File: config.mk
export PLATFORM = sky130hd
export DESIGN_NAME = setpoint_ramp_heater_range
export DESIGN_NICKNAME = d
export VERILOG_FILES = /design/src/design/setpoint_pkg.sv /design/src/design/setpoint_ramp_heater_range.sv
export SDC_FILE = /design/constraint.sdc
export NUM_CORES = 2
export LEC_CHECK = 0
export BUFFER_PORTS_ARGS = -buffer_cell sky130_fd_sc_hd__buf_2
export CORE_AREA = 2 2 257 259
export CTS_CLUSTER_DIAMETER = 100
export DETAILED_ROUTE_END_ITERATION = 10
export DIE_AREA = 0 0 259 261
export GPL_TIMING_DRIVEN = 1
export PLACE_DENSITY = 0.79
export SKIP_CTS_REPAIR_TIMING = 1
export SLEW_MARGIN = 40
export SYNTH_ARGS = -nofsm -noshare
export SYNTH_HDL_FRONTEND = slang
export SYNTH_SLANG_ARGS = --single-unit
File: constraint.sdc
create_clock -name sys_clk -period 12.54 [get_ports sys_clk]
set_input_delay 1.254 -clock sys_clk [delete_from_list [all_inputs] [get_ports sys_clk]]
set_output_delay 1.254 -clock sys_clk [all_outputs]
set_load 0.02 [all_outputs]
File: src/design/setpoint_pkg.sv
// Constants shared by the setpoint, ramp and heater range logic
package setpoint_pkg;

    // ------------------------------------------------------------
    // Clock and timing
    // ------------------------------------------------------------
    localparam int unsigned CLK_KHZ = 125000;
    // Ramp update tick period in milliseconds
    localparam int unsigned TICK_MS = 60;
    localparam int unsigned TICK_CYCLES = TICK_MS * CLK_KHZ;
    // Setpoint button hold time for ramp bypass
    localparam int unsigned HOLD_MS = 3000;
    localparam int unsigned HOLD_TICKS = HOLD_MS / TICK_MS;

    // ------------------------------------------------------------
    // Widths
    // ------------------------------------------------------------
    localparam int unsigned NUM_OUT = 2;
    localparam int unsigned SP_W = 32;
    localparam int unsigned RATE_W = 10;
    localparam int unsigned PCT_W = 16;
    localparam int unsigned CNT_W = 24;
    localparam int unsigned HOLD_W = 7;

    // ------------------------------------------------------------
    // Values and reset values
    // ------------------------------------------------------------
    // Setpoint in units of 0.0001 K, reset to 0.0000 K
    localparam logic [31:0] SP_RESET = 32'h0000_0000;
    // Ramp rate in 0.1 per minute: 0 to 100.0
    localparam logic [9:0] RATE_MAX = 10'h3E8;
    // Output percentage in 0.01 %: 100.00 %
    localparam logic [15:0] PCT_MAX = 16'h2710;
    // Power decade between adjacent current ranges
    localparam int unsigned RANGE_DECADE = 10;

    // ------------------------------------------------------------
    // Heater range codes
    // ------------------------------------------------------------
    localparam logic [1:0] RANGE_OFF = 2'h0;
    localparam logic [1:0] RANGE_LOW = 2'h1;
    localparam logic [1:0] RANGE_MED = 2'h2;
    localparam logic [1:0] RANGE_HIGH = 2'h3;
    // Single setting of the voltage output
    localparam logic [1:0] RANGE_ON = 2'h1;
    // Index of the output that may run in voltage mode
    localparam int unsigned VOLT_OUT = 1;

endpackage

File: src/design/setpoint_ramp_heater_range.sv
// Setpoint entry, ramp generator and heater range control
`timescale 1ns/100ps
`default_nettype none

module setpoint_ramp_heater_range #(
    parameter int unsigned TICK_CYCLES = setpoint_pkg::TICK_CYCLES
) (
    // Clock and reset
    input wire logic sys_clk,
    input wire logic rst_n,
    // Control loop configuration per output
    input wire logic [1:0] loop_valid,
    input wire logic [1:0] pref_temp,
    input wire logic [1:0] open_loop,
    input wire logic volt_mode,
    // Limits per output
    input wire logic [1:0][31:0] curve_limit,
    input wire logic [1:0][31:0] sensor_lo,
    input wire logic [1:0][31:0] sensor_hi,
    // Setpoint entry
    input wire logic [1:0] setpoint_command,
    input wire logic [1:0][31:0] setpoint_value,
    // Curve conversion of the present setpoint into the other units
    input wire logic [1:0][31:0] conv_setpoint,
    // Present measured temperature of each control input
    input wire logic [1:0][31:0] meas_temp,
    // Ramp control
    input wire logic [1:0] ramp_en,
    input wire logic [1:0][9:0] ramp_rate,
    input wire logic [1:0] stop_ramp,
    // Front panel setpoint button and the loop it addresses
    input wire logic sp_button,
    input wire logic disp_sel,
    // Heater range entry
    input wire logic [1:0] range_wr,
    input wire logic [1:0][1:0] range_value,
    input wire logic all_off,
    // Shutdown causes
    input wire logic temp_limit,
    input wire logic [1:0] setup_change,
    input wire logic power_loss_off,
    input wire logic [1:0] input_error,
    // Output computation
    input wire logic [1:0] manual_output_command,
    input wire logic [1:0][15:0] manual_value,
    input wire logic [1:0][15:0] pid_result,
    // Results
    output logic [1:0][31:0] active_setpoint,
    output logic [1:0][31:0] ramp_target,
    output logic [1:0] ramping,
    output logic [1:0][1:0] heater_range,
    output logic [1:0][15:0] drive,
    output logic [1:0] setpoint_command_refused
);

    // ------------------------------------------------------------
    // Parameter check
    // ------------------------------------------------------------
    if (TICK_CYCLES < 2 || TICK_CYCLES > (1 << setpoint_pkg::CNT_W))
    begin : g_bad_tick
        $error("TICK_CYCLES out of range");
    end

    if (setpoint_pkg::HOLD_TICKS < 1 ||
        setpoint_pkg::HOLD_TICKS > (1 << setpoint_pkg::HOLD_W))
    begin : g_bad_hold
        $error("HOLD_TICKS out of range");
    end

    localparam logic [23:0] TICK_LAST = 24'(TICK_CYCLES - 1);
    localparam logic [6:0] HOLD_LAST = 7'(setpoint_pkg::HOLD_TICKS - 1);

    // ------------------------------------------------------------
    // State
    // ------------------------------------------------------------
    typedef struct packed {
        logic [1:0][31:0] sp;
        logic [1:0][31:0] target;
        logic [1:0] ramping;
        logic [1:0] ramp_arm;
        logic [1:0] pref;
        logic [1:0][1:0] range;
        logic [1:0][15:0] drive;
        logic [1:0] refused;
        logic [23:0] tick_cnt;
        logic tick;
        logic [6:0] hold_cnt;
        logic hold_done;
        logic btn_s1;
        logic btn_s2;
    } state_s;

    state_s q;
    state_s d;

    // ------------------------------------------------------------
    // Helpers
    // ------------------------------------------------------------
    function automatic logic [31:0] clamp(input logic [31:0] v,
                                          input logic [31:0] lo,
                                          input logic [31:0] hi);
        logic [31:0] r;
        r = v;
        if (v < lo) begin
            r = lo;
        end
        if (v > hi) begin
            r = hi;
        end
        return r;
    endfunction

    function automatic logic [31:0] ramp_step(input logic [31:0] cur,
                                              input logic [31:0] tgt,
                                              input logic [9:0] rate);
        logic [31:0] step;
        logic [31:0] r;
        step = {22'h0_0000, rate};
        r = cur;
        if (tgt > cur) begin
            r = (tgt - cur <= step) ? tgt : cur + step;
        end else if (tgt < cur) begin
            r = (cur - tgt <= step) ? tgt : cur - step;
        end
        return r;
    endfunction

    // ------------------------------------------------------------
    // Next state
    // ------------------------------------------------------------
    always_comb begin
        logic [31:0] lo;
        logic [31:0] hi;
        logic [31:0] req;
        logic [9:0] rate;
        logic allowed;
        logic hold_fire;
        logic force_off;
        logic [16:0] sum;
        logic [1:0] rv;
        lo = '0;
        hi = '0;
        req = '0;
        rate = '0;
        allowed = 1'b0;
        hold_fire = 1'b0;
        force_off = 1'b0;
        sum = '0;
        rv = '0;
        d = q;
        d.refused = '0;
        d.btn_s1 = sp_button;
        d.btn_s2 = q.btn_s1;

        // Periodic ramp update tick
        d.tick = 1'b0;
        if (q.tick_cnt == TICK_LAST) begin
            d.tick_cnt = '0;
            d.tick = 1'b1;
        end else begin
            d.tick_cnt = q.tick_cnt + 24'h00_0001;
        end

        // Button hold timer, counted in ticks
        if (!q.btn_s2) begin
            d.hold_cnt = '0;
            d.hold_done = 1'b0;
        end else if (q.tick && !q.hold_done) begin
            if (q.hold_cnt == HOLD_LAST) begin
                hold_fire = 1'b1;
                d.hold_done = 1'b1;
            end else begin
                d.hold_cnt = q.hold_cnt + 7'h01;
            end
        end

        for (int i = 0; i < 2; i++) begin
            // Limits by control units
            if (pref_temp[i]) begin
                lo = setpoint_pkg::SP_RESET;
                hi = curve_limit[i];
            end else begin
                lo = sensor_lo[i];
                hi = sensor_hi[i];
            end
            req = clamp(setpoint_value[i], lo, hi);

            rate = (ramp_rate[i] > setpoint_pkg::RATE_MAX) ?
                setpoint_pkg::RATE_MAX : ramp_rate[i];

            // Ramp re-armed only by switching ramping off and on
            if (!ramp_en[i]) begin
                d.ramp_arm[i] = 1'b1;
            end
            if (setup_change[i] && q.ramping[i]) begin
                d.ramp_arm[i] = 1'b0;
            end
            allowed = ramp_en[i] && d.ramp_arm[i] && pref_temp[i];

            // Step toward the target on each tick
            if (q.tick && q.ramping[i]) begin
                d.sp[i] = ramp_step(q.sp[i], q.target[i], rate);
                if (d.sp[i] == q.target[i]) begin
                    d.ramping[i] = 1'b0;
                end
            end

            // Ramp shut off: keep intermediate value
            if (!allowed) begin
                d.ramping[i] = 1'b0;
                d.sp[i] = q.sp[i];
            end
            if (stop_ramp[i]) begin
                d.ramping[i] = 1'b0;
                d.sp[i] = q.sp[i];
            end

            // Setpoint entry
            if (setpoint_command[i]) begin
                if (!loop_valid[i]) begin
                    d.refused[i] = 1'b1;
                end else if (allowed) begin
                    d.target[i] = req;
                    d.sp[i] = q.sp[i];
                    d.ramping[i] = (req != q.sp[i]);
                end else begin
                    d.target[i] = req;
                    d.sp[i] = req;
                    d.ramping[i] = 1'b0;
                end
            end

            // Preferred units changed: convert through the curve
            d.pref[i] = pref_temp[i];
            if (loop_valid[i] && pref_temp[i] != q.pref[i]) begin
                d.sp[i] = conv_setpoint[i];
                d.target[i] = conv_setpoint[i];
                d.ramping[i] = 1'b0;
            end

            // Button hold: bypass ramp, load measured temperature
            if (hold_fire && disp_sel == 1'(i) && loop_valid[i]) begin
                d.sp[i] = meas_temp[i];
                d.target[i] = meas_temp[i];
                d.ramping[i] = 1'b0;
            end

            // Heater range entry
            if (range_wr[i]) begin
                rv = range_value[i];
                if (i == setpoint_pkg::VOLT_OUT && volt_mode) begin
                    rv = (range_value[i] != setpoint_pkg::RANGE_OFF) ?
                        setpoint_pkg::RANGE_ON :
                        setpoint_pkg::RANGE_OFF;
                end
                d.range[i] = rv;
            end
            if (i == setpoint_pkg::VOLT_OUT && volt_mode &&
                d.range[i] != setpoint_pkg::RANGE_OFF) begin
                d.range[i] = setpoint_pkg::RANGE_ON;
            end

            // Automatic shutdown has priority over entry
            force_off = all_off || temp_limit;
            if (setup_change[i] && q.ramping[i]) begin
                force_off = 1'b1;
            end
            if (loop_valid[i] && (setup_change[i] || power_loss_off ||
                input_error[i])) begin
                force_off = 1'b1;
            end
            if (force_off) begin
                d.range[i] = setpoint_pkg::RANGE_OFF;
            end

            // Output drive in percent of the selected range
            sum = {1'b0, pid_result[i]} + {1'b0, manual_value[i]};
            if (d.range[i] == setpoint_pkg::RANGE_OFF) begin
                d.drive[i] = '0;
            end else if (open_loop[i]) begin
                d.drive[i] = manual_value[i];
            end else if (sum > {1'b0, setpoint_pkg::PCT_MAX}) begin
                d.drive[i] = setpoint_pkg::PCT_MAX;
            end else begin
                d.drive[i] = sum[15:0];
            end
            if (manual_output_command[i] && open_loop[i] &&
                d.range[i] != setpoint_pkg::RANGE_OFF) begin
                d.drive[i] = manual_value[i];
            end
        end
    end

    // ------------------------------------------------------------
    // Registers
    // ------------------------------------------------------------
    // All-zero reset: setpoint 0.0000 K, range Off, ramp idle
    always_ff @(posedge sys_clk or negedge rst_n) begin
        if (!rst_n) begin
            q <= '0;
        end else begin
            q <= d;
        end
    end

    // ------------------------------------------------------------
    // Outputs
    // ------------------------------------------------------------
    assign active_setpoint = q.sp;
    assign ramp_target = q.target;
    assign ramping = q.ramping;
    assign heater_range = q.range;
    assign drive = q.drive;
    assign setpoint_command_refused = q.refused;

endmodule

`default_nettype wire

== After elaboration in Yosys (flattened, before gate mapping) ==
Cells that the tools add are included.
Storage, ports and cells
  register bits after elaboration: 207
  input bits: 500
  output and inout port bits: 168
Cells by class
  add/sub/neg operators: 12
  order comparisons: 16
  eq/ne operators: 13
  muxes and demuxes: 98
  bitwise gates (word level): 1
  reductions and logical operators: 42
Operator list (count)
  $mux W32: 42
  $gt A32 B32 Y1: 4
  $le A32 B10 Y1: 4
  $lt A32 B32 Y1: 4
  $mux W16: 8
  $sub A32 B32 Y32: 4
  $add A32 B10 Y32: 2
  $eq A32 B32 Y1: 2
  $ne A32 B32 Y1: 2
  $sub A32 B10 Y32: 2
  $mux W1: 36
  $add A16 B16 Y17: 2
  $gt A17 B14 Y1 const B: 2
  $add A24 B1 Y24 const B: 1
  $eq A24 B23 Y1 const B: 1
  $mux W24: 1
  $logic_and A1 B1 Y1: 22
  $gt A10 B10 Y1 const B: 2
  $mux W10: 2
  $mux W8: 2
  $mux W2: 6
  $reduce_bool A3 Y1: 4
  $ne A5 B3 Y1 const B: 2
  $reduce_and A2 Y1: 4
  other kinds (11): 21

== Logic depth before layout (Yosys ltp) ==
  word-level depth: 16
  depth in mapped cells: 30

== Least setup slack after synthesis ==
No wires, ideal clock.
  path kind: input to register
  start: input port ramp_rate[0] (netlist bit)
  end: register q (netlist bit ramping[0])
  arrival time: 5708 ps
  data required time: 12416 ps
  path slack: 6708 ps
  cell stages on the path: 20
  path through: o31a_1 o21bai_1 nand2_1 ha_1 nor2b_1 o211ai_1 a211oi_1 o41ai_1 o221ai_1 or4_1 nor4_4 nand3_2 and2_1 clkbuf_1 a21oi_1 o221ai_1 xnor2_1 or4_1 or4_1 o31a_1
RTL lines
  from (decl): line setpoint_ramp_heater_range.sv:29  | input wire logic [1:0][9:0] ramp_rate,
  to (signal assigned): line setpoint_ramp_heater_range.sv:300  | q <= '0;
  to (signal assigned): line setpoint_ramp_heater_range.sv:302  | q <= d;
  to (decl): line setpoint_ramp_heater_range.sv:93  | state_s q;

==> metrics.md <==
| Metric | Value |
|---|---|
| Ports | 668 |
| CTS sink cnt | 207 |
| Seq/Total Area, Yosys | 14.6% |
| Worst Setup Start Kind | flop |
| First-pass GRT wire length | 254 mm |
| Commonest cells after routing, fill and taps aside | buf_2, a21oi_1, nand2_1, ha_1, o21ai_0 |
| Fraction of registers with async set/reset | 100% |
| TritonCTS clock tree | yes |
| CP Class | reg2reg |
| Post-DP HPWL | 141 mm |
| All-layer global routing usage | 50.1% |
| Critical Path RT | 12.99 ns |
| Maximum clock rate | 0.129 GHz |
| Max Slew Vio Count | 0 |
| Effective utilization at floorplan | 54.5% |
| Power Dens Cells | 180 nW/um^2 |
| GRT overflow | 0 |
| Internal power | 3.01 mW |
| RSZ-0062 raised after global routing | false |
| Core Region | 65000 sq um |
| Layout Nets | 6052 |
| Final Cycle Share | 61.9% |
| Share of layout cells above drive strength 1 | 17.9% |
| Worst EP arrival | 8.21 ns |
| Post-Place Cells | 6007 |
| Die area | 67600 sq um |
| Routability cong. | 1.09 |
| Worst-Margin Slew | 0.928 ns |
| Gate Count Post-Synth | 4875 |
| Row count | 94 |
| Number of synthesized register bits | 207 |
| H-tree levels | 1 |
| CP max FO | 40 |
| Post-Route WL | 177 mm |
| Library cells used by synthesis | 99 |
| Initial antenna violation count | 44 |
| Clock share of power | 12.5% |
| Peak supply drop | 0.131 mV |
| Syn_nets | 5750 |
| CP max stage cell | nor4_1 |
| Residual DRC count | 0 |
| Pin count of the biggest net entering global routing | 101 |
| First-pass DRT Iterations | 9 |
| Normalized max-slew margin | 37.4% |
| Post-Syn Area | 35400 sq um |
| Warnings from Yosys | 0 |
| Skew-Pair Late Insertion Delay | 0.62 ns |
| Max-cap violations | 0 |
| Worst hold path class | reg2reg |
| Final ANT Viol Nets | 0 |
| Slowest cell delay on critical path | 0.81 ns |
| Setup_tns | 0 ns |
| Vias per inst | 6.89 |
| WHS | 0.360 ns |
| Drt first-iter violations | 5847 |
| Endpoint type of the worst setup path | flop |
| Status | finished clean |
| Area grow syn2layout | 10.6% |
| Via count | 42000 |
| Die width | 259 um |
| Final Hold Violating Endpoints | 0 |
| Clock period minus worst slack | 7.76 ns |
| Bufs on Longest Clock Path | 3 |
| Top FF cell, synth | dfrtp_1 |
| Final setup vio count | 0 |
| Non-Filler Instances | 6092 |
| Final Skew | 0.0337 ns |
| Seq pwr share | 16.0% |
| Num CTS Buffers | 29 |
| Synthesized area per cell | 7.27 sq um |
| Clock transition at path regs | 0.07 ns |
| Port bufs | 665 |
| Logic pwr share | 71.5% |
| Drt wl/cell | 29.1 um |
| Die H | 261 um |
| Root Driver | clkbuf_16 |
| NetSw | 4.03 mW |
| Most common cell after layout, fill and taps aside | buf_2 |
| Sw frac | 57.2% |
| EDFF count, synth | 0 |
| Vias in the first global route | 38700 |
| Static leakage | 17.9 nW |
cells by family (layout without fill, tap and decap cells):
family / Yosys count / count (layout) / share of synthesized area [%]
AOI/OAI and AO/OA: 1567 / 1567 / 28.2
and+or+nand+nor: 1499 / 1499 / 20.8
buffers and inverters: 732 / 1056 / 9.80
adders and majority gates: 375 / 375 / 13.5
xor gates and xnor gates: 292 / 292 / 7.26
DFF: 207 / 207 / 14.6
muxes: 203 / 203 / 5.92
other: 0 / 29 / 0
routing by layer:
layer	GRT usage (%)	up-vias	part of all wire [%]
met5	0	-	0.088
met4	41.4	24	10
met3	14.0	931	13
met2	76.0	3266	42
met1	59.0	19500	35
li1	-	18200	-
registers in the layout, summed over array words and instances, names as in the netlist:
name,flops
d,1
ramp_target,64
q,38
ramping,2
setpoint_command_refused,2
active_setpoint,64
heater_range,4
drive,32
per-stage QoR:
stage	utilization [%]	worst slack [ns]	total power, mW	instance area [sq um]
CTS	59.9	5.14	6.78	39000
detailed placement	58.4	4.62	5.88	38000
floorplan	-	6.71	4.38	35400
global placement	58.4	4.66	5.87	38000
finish	60.2	4.78	7.04	39200
global route	60.2	4.44	7.35	39100
final cells by class:
type,count,area (sq um)
inverter,273,1020
antenna,29,72.6
fill,6150,25900
tap,864,1080
clock buffer,32,757
multi-input combinational,3936,26900
sequential,207,5180
clock inverter,21,228
timing repair buffer,730,3890
power groups by stage:
stage          sequential [mW]  clock, mW  combinational (mW)
2_1_floorplan            0.892          0                3.49
3_3_place_gp              1.10          0                4.77
3_5_place_dp              1.10          0                4.78
4_1_cts                   1.09      0.879                4.81
5_1_grt                   1.11      0.903                5.34
6_report                  1.12      0.884                5.04
final timing paths:
| kind | startpoint | end | slack, ns | depth (start not counted) |
|---|---|---|---|---|
| worst max-delay path | active_setpoint[36]$_DFFE_PN0P_ | ramping[1]$_DFF_PN0_ | 4.78 | 25 |
| worst min-delay path | d[0]$_DFF_PN0_ | q[0]$_DFF_PN0_ | 0.36 | 0 |
| worst max register to register | active_setpoint[36]$_DFFE_PN0P_ | ramping[1]$_DFF_PN0_ | 4.78 | 25 |
| worst min register to register | d[0]$_DFF_PN0_ | q[0]$_DFF_PN0_ | 0.36 | 0 |
| max in group asynchronous | rst_n | active_setpoint[2]$_DFFE_PN0P_ | 10.68 | 4 |
| min in group asynchronous | rst_n | setpoint_command_refused[1]$_DFF_PN0_ | 0.53 | 1 |
Yosys cell counts (69+ instances only):
library cell | number | area [sq um]
clkbuf_1 | 239 | 897
buf_4 | 172 | 1290
nand4_1 | 91 | 569
nand3_1 | 123 | 616
nand2b_1 | 100 | 626
mux2i_1 | 149 | 1490
dfrtp_1 | 207 | 5180
nor3_1 | 98 | 490
inv_1 | 263 | 987
ha_1 | 365 | 4570
a21oi_1 | 481 | 2410
xnor2_1 | 232 | 2030
o211ai_1 | 78 | 586
nand2_1 | 466 | 1750
o21ai_0 | 339 | 1700
a211oi_1 | 69 | 518
a21o_1 | 97 | 728
nor2_1 | 313 | 1170
worst max-delay path: cells and delay by family, from the launching register on:
kind / cells / cell delay [ns]
compound gates: 9 / 2.01
xor+xnor: 1 / 0.20
fa+ha+maj: 2 / 0.89
buf+inv: 2 / 0.56
flops: 1 / 0.60
simple gates: 11 / 3.28
(Power assumes the default switching activity.)
